<file path="src/design/crph_pkg.sv">
// Purpose: Shared constants and types for the card reader-punch host port.
// Assumes: Host words are sixteen bits, bit 1 is the most significant bit.
// Notes: Control word positions are given as vector indices, bit 1 at index 15.
package crph_pkg;
	// Width of a host word.
	localparam int CRPH_WORD_W = 16;
	// Clock rate of the system clock pulse in MHz.
	localparam int CRPH_CLK_MHZ = 1;
	// Control word bit positions (index 15 is documented bit 1).
	localparam int CRPH_CW_OPER_ALERT = 15;
	localparam int CRPH_CW_DIS_STATUS = 14;
	localparam int CRPH_CW_CLEAR = 13;
	localparam int CRPH_CW_TERM = 12;
	localparam int CRPH_CW_SEP_PRINT = 8;
	localparam int CRPH_CW_INH_FEED = 7;
	localparam int CRPH_CW_PRINT = 6;
	localparam int CRPH_CW_PUNCH = 5;
	localparam int CRPH_CW_START = 0;
	// Stacker select field, bits 5 to 7.
	localparam int CRPH_CW_STKR_LO = 9;
	// Mask of output lines that exist: bits 3 and 4 are absent.
	localparam logic [15:0] CRPH_OUT_MASK = 16'hCFFF;
	// Reset value of every captured word.
	localparam logic [15:0] CRPH_WORD_RST = 16'h0000;
	// Status word layout: bit 1 data request, bit 2 operator request.
	localparam int CRPH_ST_DATA_REQ = 15;
	localparam int CRPH_ST_OPER_REQ = 14;
	// Card motion sequence.
	typedef enum logic [2:0] {
		CRPH_IDLE = 3'b000,
		CRPH_LOAD = 3'b001,
		CRPH_PUNCH = 3'b010,
		CRPH_HOLD = 3'b011,
		CRPH_STACK = 3'b100
	} crph_state_t;
	// One host transfer request, all active high after inversion.
	typedef struct packed {
		logic wr;
		logic rd;
		logic st;
		logic ctl;
	} crph_req_t;
endpackage : crph_pkg

</file>
<file path="src/design/crph_host_port.sv">
// Purpose: Host-side port and card motion sequencer of the reader-punch controller.
// Assumes: Host strobes and lines are synchronous to MCLK; all but SYSTEM_CLEAR are active low.
// Notes: The peripheral answers with active-low progress signals.
// How it works
// - Write strobe captures one host word.
// - Read strobe drives one word out.
// - Status enable sends status word out.
// - Instruction line marks word as control.
// - System clear resets every control flip-flop.
// - Data interrupt low when transfer wanted.
// - Status interrupt low when status waits.
// - Logic runs on the system clock.
// - Sixteen inputs; outputs 1,2,5-16 only.
// - Peripheral signals are all active low.
// - Punch/print control moves card to stacker.
// - Mid punch, next card may feed.
// - Punch data loaded before card leaves.
// - Separate print holds card for data.
// - Instruction picks control/data or status/data.
// - One-cycle words captured into buffers.
// - Host enables or disables each interrupt.
`timescale 1ns/1ps
`default_nettype none
module crph_host_port
	import crph_pkg::*;
#(
	parameter int WORD_W = CRPH_WORD_W
) (
	input wire logic MCLK,
	input wire logic RST_N,
	input wire logic SYSTEM_CLEAR,
	input wire logic HOST_WRITE_STROBE_N,
	input wire logic HOST_READ_STROBE_N,
	input wire logic STATUS_TRANSFER_ENABLE_N,
	input wire logic CONTROL_WORD_FLAG_N,
	input wire logic [WORD_W-1:0] HOST_IN_N,
	output logic [WORD_W-1:0] HOST_OUT_N,
	output logic DATA_SERVICE_IRQ_N,
	output logic STATUS_SERVICE_IRQ_N,
	input wire logic [WORD_W-1:0] PERIPH_DATA_IN_N,
	input wire logic PERIPH_DATA_VALID_N,
	input wire logic PERIPH_NOT_READY_N,
	input wire logic PERIPH_HOPPER_EMPTY_N,
	input wire logic PERIPH_PUNCH_HALF_N,
	input wire logic PERIPH_CARD_STACKED_N,
	output logic [WORD_W-1:0] PERIPH_DATA_OUT_N,
	output logic PERIPH_LOAD_BUFFER_N,
	output logic PERIPH_FEED_CARD_N,
	output logic PERIPH_NEXT_FEED_N,
	output logic [2:0] PERIPH_STACKER_N
);
	// Requests after inversion; the host lines are active low.
	crph_req_t req;
	assign req.wr = ~HOST_WRITE_STROBE_N;
	assign req.rd = ~HOST_READ_STROBE_N;
	assign req.st = ~STATUS_TRANSFER_ENABLE_N;
	assign req.ctl = ~CONTROL_WORD_FLAG_N;

	// System clear resets everything; the clear bit of a control word spares the buffers.
	wire logic clr = SYSTEM_CLEAR;
	wire logic [WORD_W-1:0] in_word = ~HOST_IN_N;
	wire logic ctl_wr = req.wr & req.ctl;
	wire logic data_wr = req.wr & ~req.ctl;
	wire logic stat_rd = (req.rd & req.ctl) | req.st;
	wire logic data_rd = req.rd & ~req.ctl & ~req.st;
	wire logic soft_clr = ctl_wr & in_word[CRPH_CW_CLEAR];

	// Captured buffers and flags.
	logic [WORD_W-1:0] ctl_q; // Last control word.
	logic [WORD_W-1:0] wbuf_q; // Punch/print data held for the peripheral.
	logic [WORD_W-1:0] rbuf_q; // Read data waiting for the host.
	logic [WORD_W-1:0] out_q; // Word presented on the output lines.
	logic wbuf_full_q; // Data buffer holds a word not yet loaded.
	logic rbuf_full_q; // Read buffer holds a word for the host.
	logic stat_pend_q; // A status condition waits for the host.
	logic data_service_irq_en_q; // Data interrupt enabled.
	logic status_service_irq_en_q; // Status interrupt enabled.
	logic loaded_q; // Punch buffer received data for this card.
	crph_state_t state_q, state_d;

	// Status word: data request, operator request, device status field.
	wire logic hop_empty = ~PERIPH_HOPPER_EMPTY_N;
	wire logic not_ready = ~PERIPH_NOT_READY_N;
	wire logic data_req = ~wbuf_full_q | rbuf_full_q;
	// Hopper empty sits at status bit 12 (index 4) and not ready at bit 16 (index 0).
	// The device status bits are live levels: a condition gone before the read is not
	// shown, although the pending flag has already raised the interrupt for it.
	wire logic [WORD_W-1:0] status_word = {data_req, ctl_q[CRPH_CW_OPER_ALERT],
		9'h000, hop_empty, 3'h0, not_ready};
	wire logic stat_event = (hop_empty | not_ready) & ~stat_pend_q;

	// Card motion decode.
	wire logic pp_req = ctl_q[CRPH_CW_PUNCH] | ctl_q[CRPH_CW_PRINT];
	wire logic sep_print = ctl_q[CRPH_CW_SEP_PRINT] & ctl_q[CRPH_CW_PRINT];
	wire logic start_cw = ctl_wr & in_word[CRPH_CW_START] &
		(in_word[CRPH_CW_PUNCH] | in_word[CRPH_CW_PRINT]);

	// Next state of the card motion sequence.
	always_comb begin
		state_d = state_q;
		unique case (state_q)
			CRPH_IDLE: if (start_cw) state_d = CRPH_LOAD;
			// Card may not leave the visible station until data is loaded.
			CRPH_LOAD: if (loaded_q) state_d = CRPH_PUNCH;
			CRPH_PUNCH: if (~PERIPH_PUNCH_HALF_N)
				state_d = sep_print ? CRPH_HOLD : CRPH_STACK;
			// Separate print: card waits in the punch station for print data.
			CRPH_HOLD: if (data_wr) state_d = CRPH_STACK;
			CRPH_STACK: if (~PERIPH_CARD_STACKED_N) state_d = CRPH_IDLE;
			default: state_d = CRPH_IDLE;
		endcase
	end

	// Buffers capture in the same cycle the strobe is seen, since words last one cycle.
	always_ff @(posedge MCLK or negedge RST_N) begin
		if (!RST_N) begin
			ctl_q <= CRPH_WORD_RST;
			wbuf_q <= CRPH_WORD_RST;
			rbuf_q <= CRPH_WORD_RST;
			out_q <= CRPH_WORD_RST;
		end else if (clr) begin
			ctl_q <= CRPH_WORD_RST;
			wbuf_q <= CRPH_WORD_RST;
			rbuf_q <= CRPH_WORD_RST;
			out_q <= CRPH_WORD_RST;
		end else begin
			if (ctl_wr) ctl_q <= in_word;
			if (data_wr) wbuf_q <= in_word;
			if (~PERIPH_DATA_VALID_N) rbuf_q <= ~PERIPH_DATA_IN_N;
			// Absent output lines are forced inactive by the mask.
			if (stat_rd) out_q <= status_word & CRPH_OUT_MASK;
			else if (data_rd) out_q <= rbuf_q & CRPH_OUT_MASK;
		end
	end

	// Flags and sequencer; a new event wins over a clearing read.
	always_ff @(posedge MCLK or negedge RST_N) begin
		if (!RST_N) begin
			wbuf_full_q <= 1'b0;
			rbuf_full_q <= 1'b0;
			stat_pend_q <= 1'b0;
			data_service_irq_en_q <= 1'b0;
			status_service_irq_en_q <= 1'b0;
			loaded_q <= 1'b0;
			state_q <= CRPH_IDLE;
		end else if (clr | soft_clr) begin
			wbuf_full_q <= 1'b0;
			rbuf_full_q <= 1'b0;
			stat_pend_q <= 1'b0;
			data_service_irq_en_q <= 1'b0;
			status_service_irq_en_q <= 1'b0;
			loaded_q <= 1'b0;
			state_q <= CRPH_IDLE;
		end else begin
			state_q <= state_d;
			wbuf_full_q <= data_wr | (wbuf_full_q & ~(state_q == CRPH_LOAD));
			rbuf_full_q <= ~PERIPH_DATA_VALID_N | (rbuf_full_q & ~data_rd);
			stat_pend_q <= stat_event | (stat_pend_q & ~stat_rd);
			// A control word enables data service unless its terminate bit is set; the disable bit gates status.
			if (ctl_wr) data_service_irq_en_q <= ~in_word[CRPH_CW_TERM];
			if (ctl_wr) status_service_irq_en_q <= ~in_word[CRPH_CW_DIS_STATUS];
			loaded_q <= (state_q == CRPH_LOAD && wbuf_full_q) |
				(loaded_q & ~(state_q == CRPH_STACK));
		end
	end

	// Output drivers; all peripheral and host signals are active low.
	assign HOST_OUT_N = ~out_q;
	assign DATA_SERVICE_IRQ_N = ~(data_service_irq_en_q & data_req);
	assign STATUS_SERVICE_IRQ_N = ~(status_service_irq_en_q & stat_pend_q);
	assign PERIPH_DATA_OUT_N = ~wbuf_q;
	assign PERIPH_LOAD_BUFFER_N = ~(state_q == CRPH_LOAD && wbuf_full_q);
	// Feed stays asserted through stacking and, apart from a separate-print card in hold, drops only once the card is stacked,
	// so the peripheral must report the stacked card while feed is still low.
	assign PERIPH_FEED_CARD_N = ~(pp_req &&
		(state_q == CRPH_PUNCH || state_q == CRPH_STACK));
	assign PERIPH_NEXT_FEED_N = ~(state_q == CRPH_STACK &&
		~ctl_q[CRPH_CW_INH_FEED]);
	assign PERIPH_STACKER_N = ~ctl_q[CRPH_CW_STKR_LO +: 3];

	// Checks on the port behaviour.
	a_ctl_capture: assert property (@(posedge MCLK) disable iff (!RST_N)
		ctl_wr && !clr |=> ctl_q == $past(in_word))
		else $error("control word not captured");
	a_data_capture: assert property (@(posedge MCLK) disable iff (!RST_N)
		data_wr && !clr |=> wbuf_q == $past(in_word) && wbuf_full_q)
		else $error("data word not captured");
	a_status_out: assert property (@(posedge MCLK) disable iff (!RST_N)
		stat_rd && !clr |=> HOST_OUT_N == ~($past(status_word) & CRPH_OUT_MASK))
		else $error("status word not presented");
	a_clear_all: assert property (@(posedge MCLK) disable iff (!RST_N)
		clr |=> state_q == CRPH_IDLE && ctl_q == CRPH_WORD_RST && !stat_pend_q)
		else $error("clear left state");
	a_data_service_irq_mask: assert property (@(posedge MCLK) disable iff (!RST_N)
		!data_service_irq_en_q |-> DATA_SERVICE_IRQ_N)
		else $error("data interrupt while disabled");
	a_status_service_irq_level: assert property (@(posedge MCLK) disable iff (!RST_N)
		status_service_irq_en_q && stat_pend_q |-> !STATUS_SERVICE_IRQ_N)
		else $error("status interrupt missing");
	a_hold_print: assert property (@(posedge MCLK) disable iff (!RST_N)
		state_q == CRPH_HOLD && !data_wr && !clr && !soft_clr |=> state_q == CRPH_HOLD)
		else $error("card left punch station early");
	a_load_first: assert property (@(posedge MCLK) disable iff (!RST_N)
		state_q == CRPH_LOAD ##1 state_q == CRPH_PUNCH |-> $past(loaded_q))
		else $error("card moved before buffer load");
	a_mask_lines: assert property (@(posedge MCLK) disable iff (!RST_N)
		HOST_OUT_N[13:12] == 2'h3)
		else $error("absent output line driven");
	a_feed_hold: assert property (@(posedge MCLK) disable iff (!RST_N)
		state_q == CRPH_HOLD |-> PERIPH_FEED_CARD_N)
		else $error("card moved while waiting for print data");
	a_next_inhibit: assert property (@(posedge MCLK) disable iff (!RST_N)
		ctl_q[CRPH_CW_INH_FEED] |-> PERIPH_NEXT_FEED_N)
		else $error("next card fed while feed inhibited");
	c_start: cover property (@(posedge MCLK) disable iff (!RST_N) start_cw);
	c_hold: cover property (@(posedge MCLK) disable iff (!RST_N) state_q == CRPH_HOLD);
	c_status: cover property (@(posedge MCLK) disable iff (!RST_N)
		!STATUS_SERVICE_IRQ_N ##1 stat_rd);
	c_sep_stack: cover property (@(posedge MCLK) disable iff (!RST_N)
		state_q == CRPH_HOLD ##1 state_q == CRPH_STACK);
endmodule : crph_host_port
`default_nettype wire

</file>
<file path="config.mk">
export PLATFORM = sky130hd
export DESIGN_NAME = crph_host_port
export DESIGN_NICKNAME = d
export VERILOG_FILES = /design/src/design/crph_pkg.sv /design/src/design/crph_host_port.sv
export SDC_FILE = /design/constraint.sdc
export NUM_CORES = 1
export LEC_CHECK = 0
export ABC_CLOCK_PERIOD_IN_PS = 1400
export BUFFER_PORTS_ARGS = -buffer_cell sky130_fd_sc_hd__buf_4
export CAP_MARGIN = 20
export CELL_PAD_IN_SITES_DETAIL_PLACEMENT = 0
export CELL_PAD_IN_SITES_GLOBAL_PLACEMENT = 2
export CORE_MARGIN = 1
export CORE_UTILIZATION = 26
export CTS_CLUSTER_DIAMETER = 60
export CTS_CLUSTER_SIZE = 8
export DETAILED_ROUTE_END_ITERATION = 8
export GPL_TIMING_DRIVEN = 0
export PLACE_DENSITY_LB_ADDON = 0.15
export RECOVER_POWER = 100
export SETUP_SLACK_MARGIN = 0.15
export SYNTH_ARGS = -nofsm -noshare
export SYNTH_HDL_FRONTEND = slang
export SYNTH_SLANG_ARGS = --single-unit
</file>
<file path="constraint.sdc">
create_clock -name MCLK -period 1.4 [get_ports MCLK]
set_clock_uncertainty 0.2 [all_clocks]
set_input_delay 0.21 -clock MCLK [delete_from_list [all_inputs] [get_ports MCLK]]
set_output_delay 0.21 -clock MCLK [all_outputs]
set_load 0.02 [all_outputs]
</file>
==> impl_metrics.sql, run 1 <==
INSERT INTO impl_metrics (metric_group, metric, value, unit) VALUES
('route', 'routed_wl', '7946', 'µm'),
('global_routing', 'grt_first_pass_wirelength', '13070', 'µm'),
('sta', 'number_of_max_slew_violations_in_the_final_report', '0', ''),
('final_layout', 'layout.core_utilization', '0.4319', ''),
('global_routing', 'total_global_route_track_usage', '0.1533', ''),
('global_routing', 'grt.overflow.total', '0', ''),
('final_layout', 'layout.area.seq', '1528', 'µm²'),
('worst_setup_path', 'critical_path.reg2reg.endpoint', 'wbuf_full_q', ''),
('logic_synthesis', 'ys_types', '27', ''),
('outcome', 'outcome', 'finished with violations', ''),
('worst_setup_path', 'cp-startpoint', 'state_q[1]', ''),
('cts', 'tritoncts', 'yes', ''),
('outcome', 'violations', 'negative hold slack, negative setup slack', ''),
('route', 'route.detailed.drc', '0', ''),
('global_routing', 'antenna_violations_before_repair', '0', ''),
('placed_design', 'place_congestion', '0.6826', ''),
('power', 'fin_total_pwr', '3.895', 'mW'),
('worst_setup_path', 'timing.critical_path.fanout_max', '4', ''),
('final_layout', 'layout_common_cells', '66 x buf_4, 64 x nor2_1, 60 x dfrtp_1, 33 x clkbuf_2, 33 x dlygate4sd3_1', ''),
('floorplanning', 'floorplan.die_area', '10850', 'µm²'),
('power', 'cellLeakagePower', '1.987', 'nW'),
('global_routing', 'grt_start_max_net_pins', '62', ''),
('logic_synthesis', 'post_synth_and_or_nand_nor_area_fraction', '0.1744', ''),
('logic_synthesis', 'synth-compound-area-share', '0.1554', ''),
('floorplanning', 'area_of_the_core_region', '9955', 'µm²'),
('sta', 'timing.slew.headroom', '0.4232', ''),
('logic_synthesis', 'yosysSeqAreaShare', '0.5627', ''),
('cts', 'cts-root-to-sink-buffers', '2', ''),
('route', 'first_iter_violations', '77', ''),
('sta', 'fin_tns_setup', '-1.485', 'ns'),
('route', 'vias_per_cell', '4.302', ''),
('final_layout', 'n_fill_cell', '1050', ''),
('final_layout', 'fraction_of_final_layout_cells_with_drive_strength_greater_than_1', '0.3490', ''),
('power', 'power_density', '906.0', 'nW/µm²'),
('worst_setup_path', 'reg2reg_setup_slack', '-0.12', 'ns'),
('power', 'irDropWorstVdd', '0.0004364', 'V'),
('logic_synthesis', 'largest_family_of_logic_cells_by_synthesized_area', 'simple AND/OR/NAND/NOR gates', ''),
('floorplanning', 'die_w', '104.1', 'µm'),
('placed_design', 'buffer_ports.inserted', '78', ''),
('final_layout', 'multi_input_comb_area', '1032', 'µm²'),
('cts', 'ctsHtreeMaxLevel', '3', ''),
('logic_synthesis', 'syn_area', '2713', 'µm²'),
('route', 'ant_nets', '0', ''),
('job', 'maxcap_violations', '0', ''),
('worst_setup_path', 'r2r_worst_path_depth', '8', ''),
('worst_setup_path', 'path_class', 'reg2out', ''),
('sta', 'worst_hold_slack', '-0.2005', 'ns'),
('cts', 'cts.reportedPaths.clkPinSlew', '0.07', 'ns'),
('worst_setup_path', 'startpoint_types', 'flop', ''),
('worst_setup_path', 'timing.critical_path.to', 'PERIPH_FEED_CARD_N', ''),
('route', 'drt-pass1-iter-count', '4', ''),
('final_layout', 'area_growth_syn_to_layout', '58.49', '%'),
('cts', 'cts.hold.buffers_added', '34', ''),
('worst_setup_path', 'crit_required', '0.99', 'ns'),
('logic_synthesis', 'synth_adder_area_share', '0', ''),
('cts', 'clock_sinks', '61', ''),
('final_layout', 'final_common_cell', 'buf_4', ''),
('sta', 'setup_violations', '6', ''),
('logic_synthesis', 'synth.avg_cell_area', '8.807', 'µm²'),
('cts', 'cts-root-buf', 'clkbuf_8', ''),
('floorplanning', 'initial_core_util', '0.2725', ''),
('sta', 'hold_viol_final', '61', ''),
('placed_design', 'place.detailed.hpwl', '5258', 'µm'),
('worst_setup_path', 'worst_r2r_startpoint', 'state_q[1]', ''),
('floorplanning', 'chipHeight', '104.1', 'µm'),
('sta', 'period_needed', '1.824', 'ns'),
('logic_synthesis', 'ys_ff_latch', '61', ''),
('worst_setup_path', 'worst-endpoint-arrival', '1.41', 'ns'),
('cts', 'numCtsBuffers', '9', ''),
('sta', 'timing.final.ws_setup', '-0.4244', 'ns'),
('sta', 'tightest_slew', '0.8652', 'ns');
## per-stage QoR
| stage | std cells | area (µm²) |
|---|---|---|
| finish | 600 | 4299 |
| global route | 600 | 4299 |
| CTS | 589 | 4315 |
| detailed placement | 520 | 3507 |
| global placement | 520 | 3507 |
| floorplan | 309 | 2755 |
## registers in the layout, summed over array words and instances, names as in the netlist
name                     count
status_service_irq_en_q      1
ctl_q                        8
stat_pend_q                  1
wbuf_q                      16
loaded_q                     1
data_service_irq_en_q        1
wbuf_full_q                  1
rbuf_full_q                  1
rbuf_q                      14
state_q                      3
out_q                       14
## critical path, stage by stage (launching register included)
cell     delay (ns)
dfrtp_1        0.39
buf_8          0.13
xnor2_1        0.11
or3_4          0.32
buf_6          0.14
## cell families after synthesis
logic type                count (synthesis)
DFF                                      61
other                                     1
buffers and inverters                    57
muxes                                     4
and+or+nand+nor                         115
xor gates and xnor gates                  1
AOI/OAI and AO/OA                        69
## where the power goes
group	switching (mW)	internal, mW
registers	0.0483	1.84
clock network	0.674	0.631
logic	0.361	0.337
## Yosys cell counts
cell type / number / area (µm²)
xnor2_1: 1 / 8.760
buf_2: 9 / 45.04
a31oi_1: 1 / 6.260
nor2_1: 66 / 247.7
or3_1: 2 / 12.51
dfrtp_1: 61 / 1526
conb_1: 1 / 3.750
o21ai_0: 3 / 15.01
nand2b_1: 1 / 6.260
clkbuf_1: 9 / 33.78
a211oi_1: 26 / 195.2
nand2_1: 30 / 112.6
mux2i_1: 2 / 20.02
inv_1: 36 / 135.1
nand3b_1: 1 / 7.510
nor3_1: 1 / 5.000
or2_2: 3 / 18.77
buf_4: 3 / 22.52
a311oi_1: 1 / 8.760
and2b_1: 1 / 7.510
o21ai_2: 1 / 8.760
and2_1: 3 / 18.77
nand3_1: 6 / 30.03
o21bai_1: 1 / 7.510
mux2_2: 2 / 22.52
nand4_1: 1 / 6.260
a21oi_1: 36 / 180.2
## worst min-delay path by stage
stage                            end  cells after the start
after floorplan            ctl_q[10]                      0
after global placement    state_q[1]                      1
after detailed placement  state_q[1]                      1
after CTS                 state_q[1]                      1
after global routing      state_q[1]                      1
final                     state_q[1]                      1
## area by class of cell
| class | count | area share |
|---|---|---|
| plain buffers | 21 | 0.02852 |
| flip-flops and latches | 61 | 0.3554 |
| inverters | 36 | 0.03143 |
| multi-input cells | 191 | 0.2401 |
| well taps | 133 | 0.03871 |
| repair buffers | 142 | 0.2689 |
| clock inverters | 5 | 0.006403 |
| clock buffers | 11 | 0.03056 |
## what timing repair did
item                       in CTS  in global routing
setup buffers                  19                 11
setup endpoints to repair      57                 61
gates resized for setup        52                 28
hold endpoints to repair      105                 61
pin swaps                       5                  4
## layer usage
metal | vias up | share of wire | track usage
met5 | - | 0 | 0
met4 | 0 | 0.0092 | 0.05306
met3 | 8 | 0.031 | 0.02318
met2 | 62 | 0.48 | 0.2652
met1 | 1204 | 0.48 | 0.1941
li1 | 1307 | - | -
Power figures use the tool's default switching activity.
==> inputs of run 2 (changes only) <==
Settings changed: CORE_UTILIZATION 26 to 27, CTS_BUF_LIST from default to sky130_fd_sc_hd__clkbuf_4 sky130_fd_sc_hd__clkbuf_8.
==> impl_metrics.sql, run 2 (synthesis results as in run 1) <==
INSERT INTO impl_metrics (metric_group, metric, value, unit) VALUES
('global_routing', 'grt.overflow.total', '0', ''),
('floorplanning', 'floorplan.io_pins', '84', ''),
('worst_setup_path', 'slowest_cell_on_crit_path', 'dfrtp_1', ''),
('worst_setup_path', 'critPathCaptureType', 'output pin', ''),
('worst_setup_path', 'worst_r2r_startpoint', 'state_q[0]', ''),
('worst_setup_path', 'timing.critical_path.fanout_max', '6', ''),
('floorplanning', 'area_of_the_core_region', '9774', 'µm²'),
('cts', 'ctsHtreeMaxLevel', '3', ''),
('route', 'vias_per_cell', '4.314', ''),
('placed_design', 'postPlaceCellArea', '3507', 'µm²'),
('sta', 'period_needed', '1.842', 'ns'),
('cts', 'cts-root-buf', 'clkbuf_8', ''),
('cts', 'clock_sinks', '61', ''),
('worst_setup_path', 'cp-startpoint', 'state_q[1]', ''),
('power', 'cellLeakagePower', '1.973', 'nW'),
('power', 'power_density', '1010', 'nW/µm²'),
('power', 'irDropWorstVdd', '0.0005404', 'V'),
('worst_setup_path', 'r2r_worst_path_depth', '5', ''),
('final_layout', 'area_growth_syn_to_layout', '58.21', '%'),
('final_layout', 'layout_common_cells', '67 x buf_4, 65 x nor2_1, 61 x dfrtp_1, 33 x a21oi_1, 33 x dlygate4sd3_1', ''),
('outcome', 'outcome', 'finished with violations', ''),
('route', 'via_count', '2567', ''),
('sta', 'grt_setup_unrepaired', 'yes', ''),
('floorplanning', 'die_w', '102.2', 'µm'),
('cts', 'cts-root-to-sink-buffers', '2', ''),
('final_layout', 'layout.core_utilization', '0.4391', ''),
('global_routing', 'grt_first_pass_wirelength', '12750', 'µm'),
('final_layout', 'diodes', '0', ''),
('final_layout', 'largest_registers_ranked_by_flip_flop_count', 'wbuf_q: 16 flops, out_q: 14 flops, rbuf_q: 14 flops', ''),
('placed_design', 'place.detailed.hpwl', '5285', 'µm'),
('final_layout', 'fraction_of_final_layout_cells_with_drive_strength_greater_than_1', '0.3398', ''),
('floorplanning', 'std_cell_rows', '36', ''),
('sta', 'setup_violations', '5', ''),
('sta', 'period_share', '1.316', ''),
('worst_setup_path', 'worst-endpoint-arrival', '1.43', 'ns'),
('worst_setup_path', 'crit_required', '0.99', 'ns'),
('placed_design', 'buffer_ports.inserted', '78', ''),
('sta', 'hold_viol_final', '61', ''),
('placed_design', 'place_congestion', '0.7114', ''),
('global_routing', 'first_global_vias', '2580', ''),
('worst_setup_path', 'path_cells', 'buf_8 -> xnor2_1 -> or3_4 -> buf_6', ''),
('sta', 'worst_hold_slack', '-0.2094', 'ns'),
('cts', 'numCtsBuffers', '9', ''),
('floorplanning', 'floorplan.die_area', '10450', 'µm²'),
('job', 'maxcap_violations', '0', ''),
('route', 'first_iter_violations', '67', ''),
('worst_setup_path', 'path_class', 'reg2out', ''),
('final_layout', 'max_reg_flops', '16', ''),
('route', 'routed_wl', '7920', 'µm'),
('route', 'drt-pass1-iter-count', '4', ''),
('route', 'route.detailed.drc', '0', ''),
('worst_setup_path', 'slowest_stage_delay_cp', '0.39', 'ns'),
('global_routing', 'antenna_violations_before_repair', '0', ''),
('sta', 'timing.slew.headroom', '0.4075', ''),
('cts', 'cts.reportedPaths.clkPinSlew', '0.07', 'ns'),
('route', 'ant_nets', '0', ''),
('worst_setup_path', 'startpoint_types', 'flop', ''),
('final_layout', 'final_common_cell', 'buf_4', ''),
('global_routing', 'total_global_route_track_usage', '0.1636', ''),
('final_layout', 'nNetsFinal', '501', ''),
('outcome', 'violations', 'negative hold slack, negative setup slack', ''),
('route', 'routed_wire_length_per_instance', '13.31', 'µm'),
('sta', 'timing.final.ws_setup', '-0.4421', 'ns'),
('sta', 'number_of_max_slew_violations_in_the_final_report', '0', ''),
('final_layout', 'final_cell_area', '4292', 'µm²'),
('sta', 'tightest_slew', '0.8888', 'ns'),
('final_layout', 'largest_register_by_flop_count', 'wbuf_q', ''),
('floorplanning', 'initial_core_util', '0.2775', ''),
('cts', 'worst_skew_late_latency', '0.34', 'ns'),
('worst_setup_path', 'critical_path.reg2reg.endpoint', 'state_q[2]', ''),
('hold_path', 'min_path_type', 'in2async', ''),
('floorplanning', 'chipHeight', '102.2', 'µm'),
('worst_setup_path', 'reg2reg_setup_slack', '-0.07', 'ns'),
('sta', 'fmaxAchievable', '542.9', 'MHz'),
('final_layout', 'n_fill_cell', '1025', ''),
('global_routing', 'grt_start_max_net_pins', '62', ''),
('cts', 'cts.hold.buffers_added', '34', ''),
('cts', 'tritoncts', 'yes', '');
==> run 2: critical path, delay by kind of cell (launching register included) <==
kind	cells	cell delay, ns
xor+xnor	1	0.11
simple gates	1	0.32
flops	1	0.39
buf+inv	2	0.27
==> run 2: area by class of cell <==
class,count,area (µm²),share of cell area
Inverter,36,135.1,0.03149
Clock buffer,10,131.4,0.03061
Multi-Input combinational cell,191,1012,0.2359
Timing Repair Buffer,137,1111,0.2589
Sequential cell,61,1526,0.3557
Tap cell,133,166.4,0.03878
Clock inverter,6,87.58,0.02041
Buffer,21,121.4,0.02828
==> run 2: how the worst max path moves through the flow <==
stage	endpoint	cells after the start
after floorplan	PERIPH_FEED_CARD_N	3
after global placement	ctl_q[10]	4
after detailed placement	out_q[0]	4
after CTS	PERIPH_FEED_CARD_N	4
after global routing	PERIPH_FEED_CARD_N	4
final	PERIPH_FEED_CARD_N	4
==> run 2: power breakdown <==
group / internal (mW) / switching (mW) / total, mW
registers: 1.84 / 0.0481 / 1.89
clock network: 1.02 / 0.732 / 1.75
logic: 0.332 / 0.358 / 0.690
total: 3.20 / 1.14 / 4.34
==> run 2: stage by stage <==
step | hold WS, ns | total power [mW] | worst slack, ns | std cells | setup TNS [ns]
2_1_floorplan | -0.2856 | 2.198 | 0.02626 | 309 | 0
6_report | -0.2094 | 4.335 | -0.4421 | 595 | -1.315
3_3_place_gp | 0.1691 | 2.487 | -0.2907 | 520 | -11.80
5_1_grt | -0.1344 | 4.560 | -0.4808 | 595 | -1.578
4_1_cts | -0.2156 | 4.408 | -0.4758 | 580 | -1.393
3_5_place_dp | 0.1570 | 2.489 | -0.2827 | 520 | -12.33
==> run 2: what timing repair did <==
item,CTS,global route
setup endpoints to repair,63,70
resized for setup,49,27
pin swaps,3,4
endpoints found under the hold margin,106,61
setup buffers,10,15
==> run 2: layer usage <==
layer  GRT usage  vias up  wire length (µm)
met5           0        -                 0
met4     0.07253        0                91
met3     0.02462        7               293
met2      0.2674       59              3786
met1      0.2150     1210              3749
li1            -     1291                 -
==> inputs of run 3 (changes only) <==
Settings changed: CORE_UTILIZATION 27 to 26, CTS_BUF_LIST sky130_fd_sc_hd__clkbuf_4 sky130_fd_sc_hd__clkbuf_8 to default, REMOVE_ABC_BUFFERS from default to 1.
==> impl_metrics.sql, run 3 (synthesis results as in run 1) <==
INSERT INTO impl_metrics (metric_group, metric, value, unit) VALUES
('outcome', 'outcome', 'finished with violations', ''),
('outcome', 'violations', 'negative hold slack, negative setup slack', ''),
('final_layout', 'fraction_of_final_layout_cells_with_drive_strength_greater_than_1', '0.3423', ''),
('cts', 'cts-root-buf', 'clkbuf_8', ''),
('sta', 'fmaxAchievable', '542.5', 'MHz'),
('final_layout', 'largest_registers_ranked_by_flip_flop_count', 'wbuf_q: 16 flops, out_q: 14 flops, rbuf_q: 14 flops', ''),
('cts', 'cts.reportedPaths.clkPinSlew', '0.07', 'ns'),
('final_layout', 'final_common_cell', 'nor2_1', ''),
('power', 'p_sw', '1.073', 'mW'),
('global_routing', 'first_global_vias', '2579', ''),
('global_routing', 'grt_start_max_net_pins', '62', ''),
('sta', 'setup_violations', '17', ''),
('worst_setup_path', 'worst-endpoint-arrival', '1.43', 'ns'),
('power', 'power.share.clock', '0.391', ''),
('global_routing', 'use_met1', '0.1846', ''),
('worst_setup_path', 'crit_required', '0.99', 'ns'),
('global_routing', 'grt-busiest-layer', 'met2', ''),
('sta', 'grt_setup_unrepaired', 'yes', ''),
('placed_design', 'buffer_ports.inserted', '79', ''),
('sta', 'period_needed', '1.843', 'ns'),
('final_layout', 'multi_input_comb_area', '1005', 'µm²'),
('global_routing', 'grt.overflow.total', '0', ''),
('route', 'route.detailed.drc', '0', ''),
('global_routing', 'antenna_violations_before_repair', '0', ''),
('final_layout', 'max_reg_flops', '16', ''),
('global_routing', 'gr-usage-met3', '0.04574', ''),
('final_layout', 'layout_common_cells', '61 x nor2_1, 58 x dfrtp_1, 48 x buf_4, 35 x a21oi_1, 34 x dlygate4sd3_1', ''),
('worst_setup_path', 'critical_path.top_delay_family', 'flip-flops', ''),
('power', 'fin_total_pwr', '4.197', 'mW'),
('route', 'routed_wl', '7416', 'µm'),
('worst_setup_path', 'slowest_stage_delay_cp', '0.45', 'ns'),
('final_layout', 'nNetsFinal', '486', ''),
('floorplanning', 'std_cell_rows', '36', ''),
('worst_setup_path', 'slowest_cell_on_crit_path', 'dfrtp_2', ''),
('route', 'vias_per_cell', '4.271', ''),
('placed_design', 'worst_slack_at_placement', '-0.5416', 'ns'),
('route', 'via_count', '2477', ''),
('floorplanning', 'die_w', '104.1', 'µm'),
('placed_design', 'place_congestion', '0.6943', ''),
('power', 'p_int', '3.124', 'mW'),
('cts', 'ctsHtreeMaxLevel', '3', ''),
('cts', 'clock_sinks', '61', ''),
('power', 'sequential_share_of_power', '0.451', ''),
('power', 'power.combinational.fraction', '0.158', ''),
('route', 'first_iter_violations', '39', ''),
('floorplanning', 'chipHeight', '104.1', 'µm'),
('floorplanning', 'initial_core_util', '0.2725', ''),
('floorplanning', 'floorplan.die_area', '10850', 'µm²'),
('sta', 'worst_hold_slack', '-0.2048', 'ns'),
('floorplanning', 'floorplan.io_pins', '84', ''),
('final_layout', 'area_growth_syn_to_layout', '57.15', '%'),
('placed_design', 'placedCellCount', '501', ''),
('cts', 'tritoncts', 'yes', ''),
('worst_setup_path', 'startpoint_types', 'flop', ''),
('sta', 'number_of_max_slew_violations_in_the_final_report', '0', ''),
('final_layout', 'layout.cells.non_filler', '580', ''),
('final_layout', 'largest_register_by_flop_count', 'wbuf_q', ''),
('worst_setup_path', 'cp_num_buf_inv', '1', ''),
('final_layout', 'diodes', '0', ''),
('sta', 'period_share', '1.317', ''),
('worst_setup_path', 'path_class', 'reg2out', ''),
('final_layout', 'layout.area.seq', '1530', 'µm²'),
('route', 'routed_wire_length_per_instance', '12.79', 'µm'),
('cts', 'cts-root-to-sink-buffers', '2', ''),
('cts', 'cts.hold.buffers_added', '34', ''),
('power', 'power_density', '984.5', 'nW/µm²'),
('cts', 'worst_skew_late_latency', '0.33', 'ns'),
('hold_path', 'min_path_type', 'in2async', ''),
('sta', 'timing.final.ws_setup', '-0.4432', 'ns'),
('power', 'netSwitchingFraction', '0.2556', ''),
('route', 'drt-pass1-iter-count', '4', ''),
('worst_setup_path', 'critPathCaptureType', 'output pin', ''),
('global_routing', 'total_global_route_track_usage', '0.1474', ''),
('job', 'maxcap_violations', '0', ''),
('final_layout', 'n_fill_cell', '1071', ''),
('sta', 'tightest_slew', '0.8592', 'ns'),
('sta', 'hold_viol_final', '61', ''),
('power', 'cellLeakagePower', '1.929', 'nW'),
('worst_setup_path', 'path_cells', 'xnor2_1 -> or3_4 -> buf_6', ''),
('global_routing', 'grt_first_pass_wirelength', '12650', 'µm'),
('power', 'irDropWorstVdd', '0.0005006', 'V'),
('global_routing', 'gr-usage-met2', '0.2352', ''),
('floorplanning', 'area_of_the_core_region', '9955', 'µm²'),
('sta', 'timing.slew.headroom', '0.4272', ''),
('placed_design', 'place.detailed.hpwl', '4366', 'µm'),
('route', 'ant_nets', '0', ''),
('worst_setup_path', 'timing.critical_path.fanout_max', '4', ''),
('cts', 'numCtsBuffers', '9', '');
## run 3: layout make-up
type,instances,area share
inverter,36,0.03170
multi-input combinational,191,0.2357
clock buffer,12,0.03874
timing repair buffer,143,0.2853
sequential,61,0.3590
tap,133,0.03904
clock inverter,4,0.01057
## run 3: path summary, 6_finish.rpt
check / startpoint / endpoint / slack, ns / depth (start not counted)
worst max register to register: state_q[1] / loaded_q / -0.32 / 8
worst min register to register: rbuf_q[10] / rbuf_q[10] / 0.31 / 2
max in group asynchronous: RST_N / state_q[2] / 0.58 / 1
worst min-delay path: RST_N / rbuf_q[0] / -0.20 / 1
min in group MCLK: HOST_READ_STROBE_N / out_q[11] / 0.03 / 4
worst max-delay path: state_q[1] / PERIPH_FEED_CARD_N / -0.44 / 3
## run 3: metrics by stage
step / setup TNS, ns / hold WS, ns / utilization / cell area [µm²]
after floorplan: -2.097 / -0.2856 / - / 2615
after global placement: -20.67 / 0.1762 / 0.3390 / 3374
after detailed placement: -13.99 / 0.1604 / 0.3418 / 3402
after CTS: -1.748 / -0.2176 / 0.4315 / 4295
after global routing: -4.363 / -0.1244 / 0.4282 / 4263
final: -2.468 / -0.2048 / 0.4282 / 4263
## run 3: worst reg2reg max path, stage by stage, from the launching register on
cell and delay, ns:
dfrtp_2 0.45, buf_4 0.17, nor2_4 0.11, nand3_2 0.09
buf_4 0.15, buf_4 0.12, buf_4 0.12, buf_4 0.12
a21oi_1 0.12
## run 3: power by group through the flow
| stage | logic (mW) | clock network (mW) | registers, mW |
|---|---|---|---|
| floorplan | 0.239 | 0 | 1.91 |
| global placement | 0.529 | 0 | 1.92 |
| detailed placement | 0.540 | 0 | 1.92 |
| CTS | 0.689 | 1.72 | 1.89 |
| global route | 0.737 | 1.79 | 1.90 |
| finish | 0.662 | 1.64 | 1.89 |
## run 3: routing by layer
metal,part of all wire,vias to the layer above
met3,0.059,9
li1,-,1260
met2,0.46,71
met1,0.47,1137
met5,0,-
met4,0.014,0
## run 3: timing repair
action | in CTS | in global routing
endpoints found under the setup margin | 77 | 51
pin swaps | 7 | 5
setup buffers | 20 | 9
hold endpoints to repair | 106 | 61
resized for setup | 60 | 20
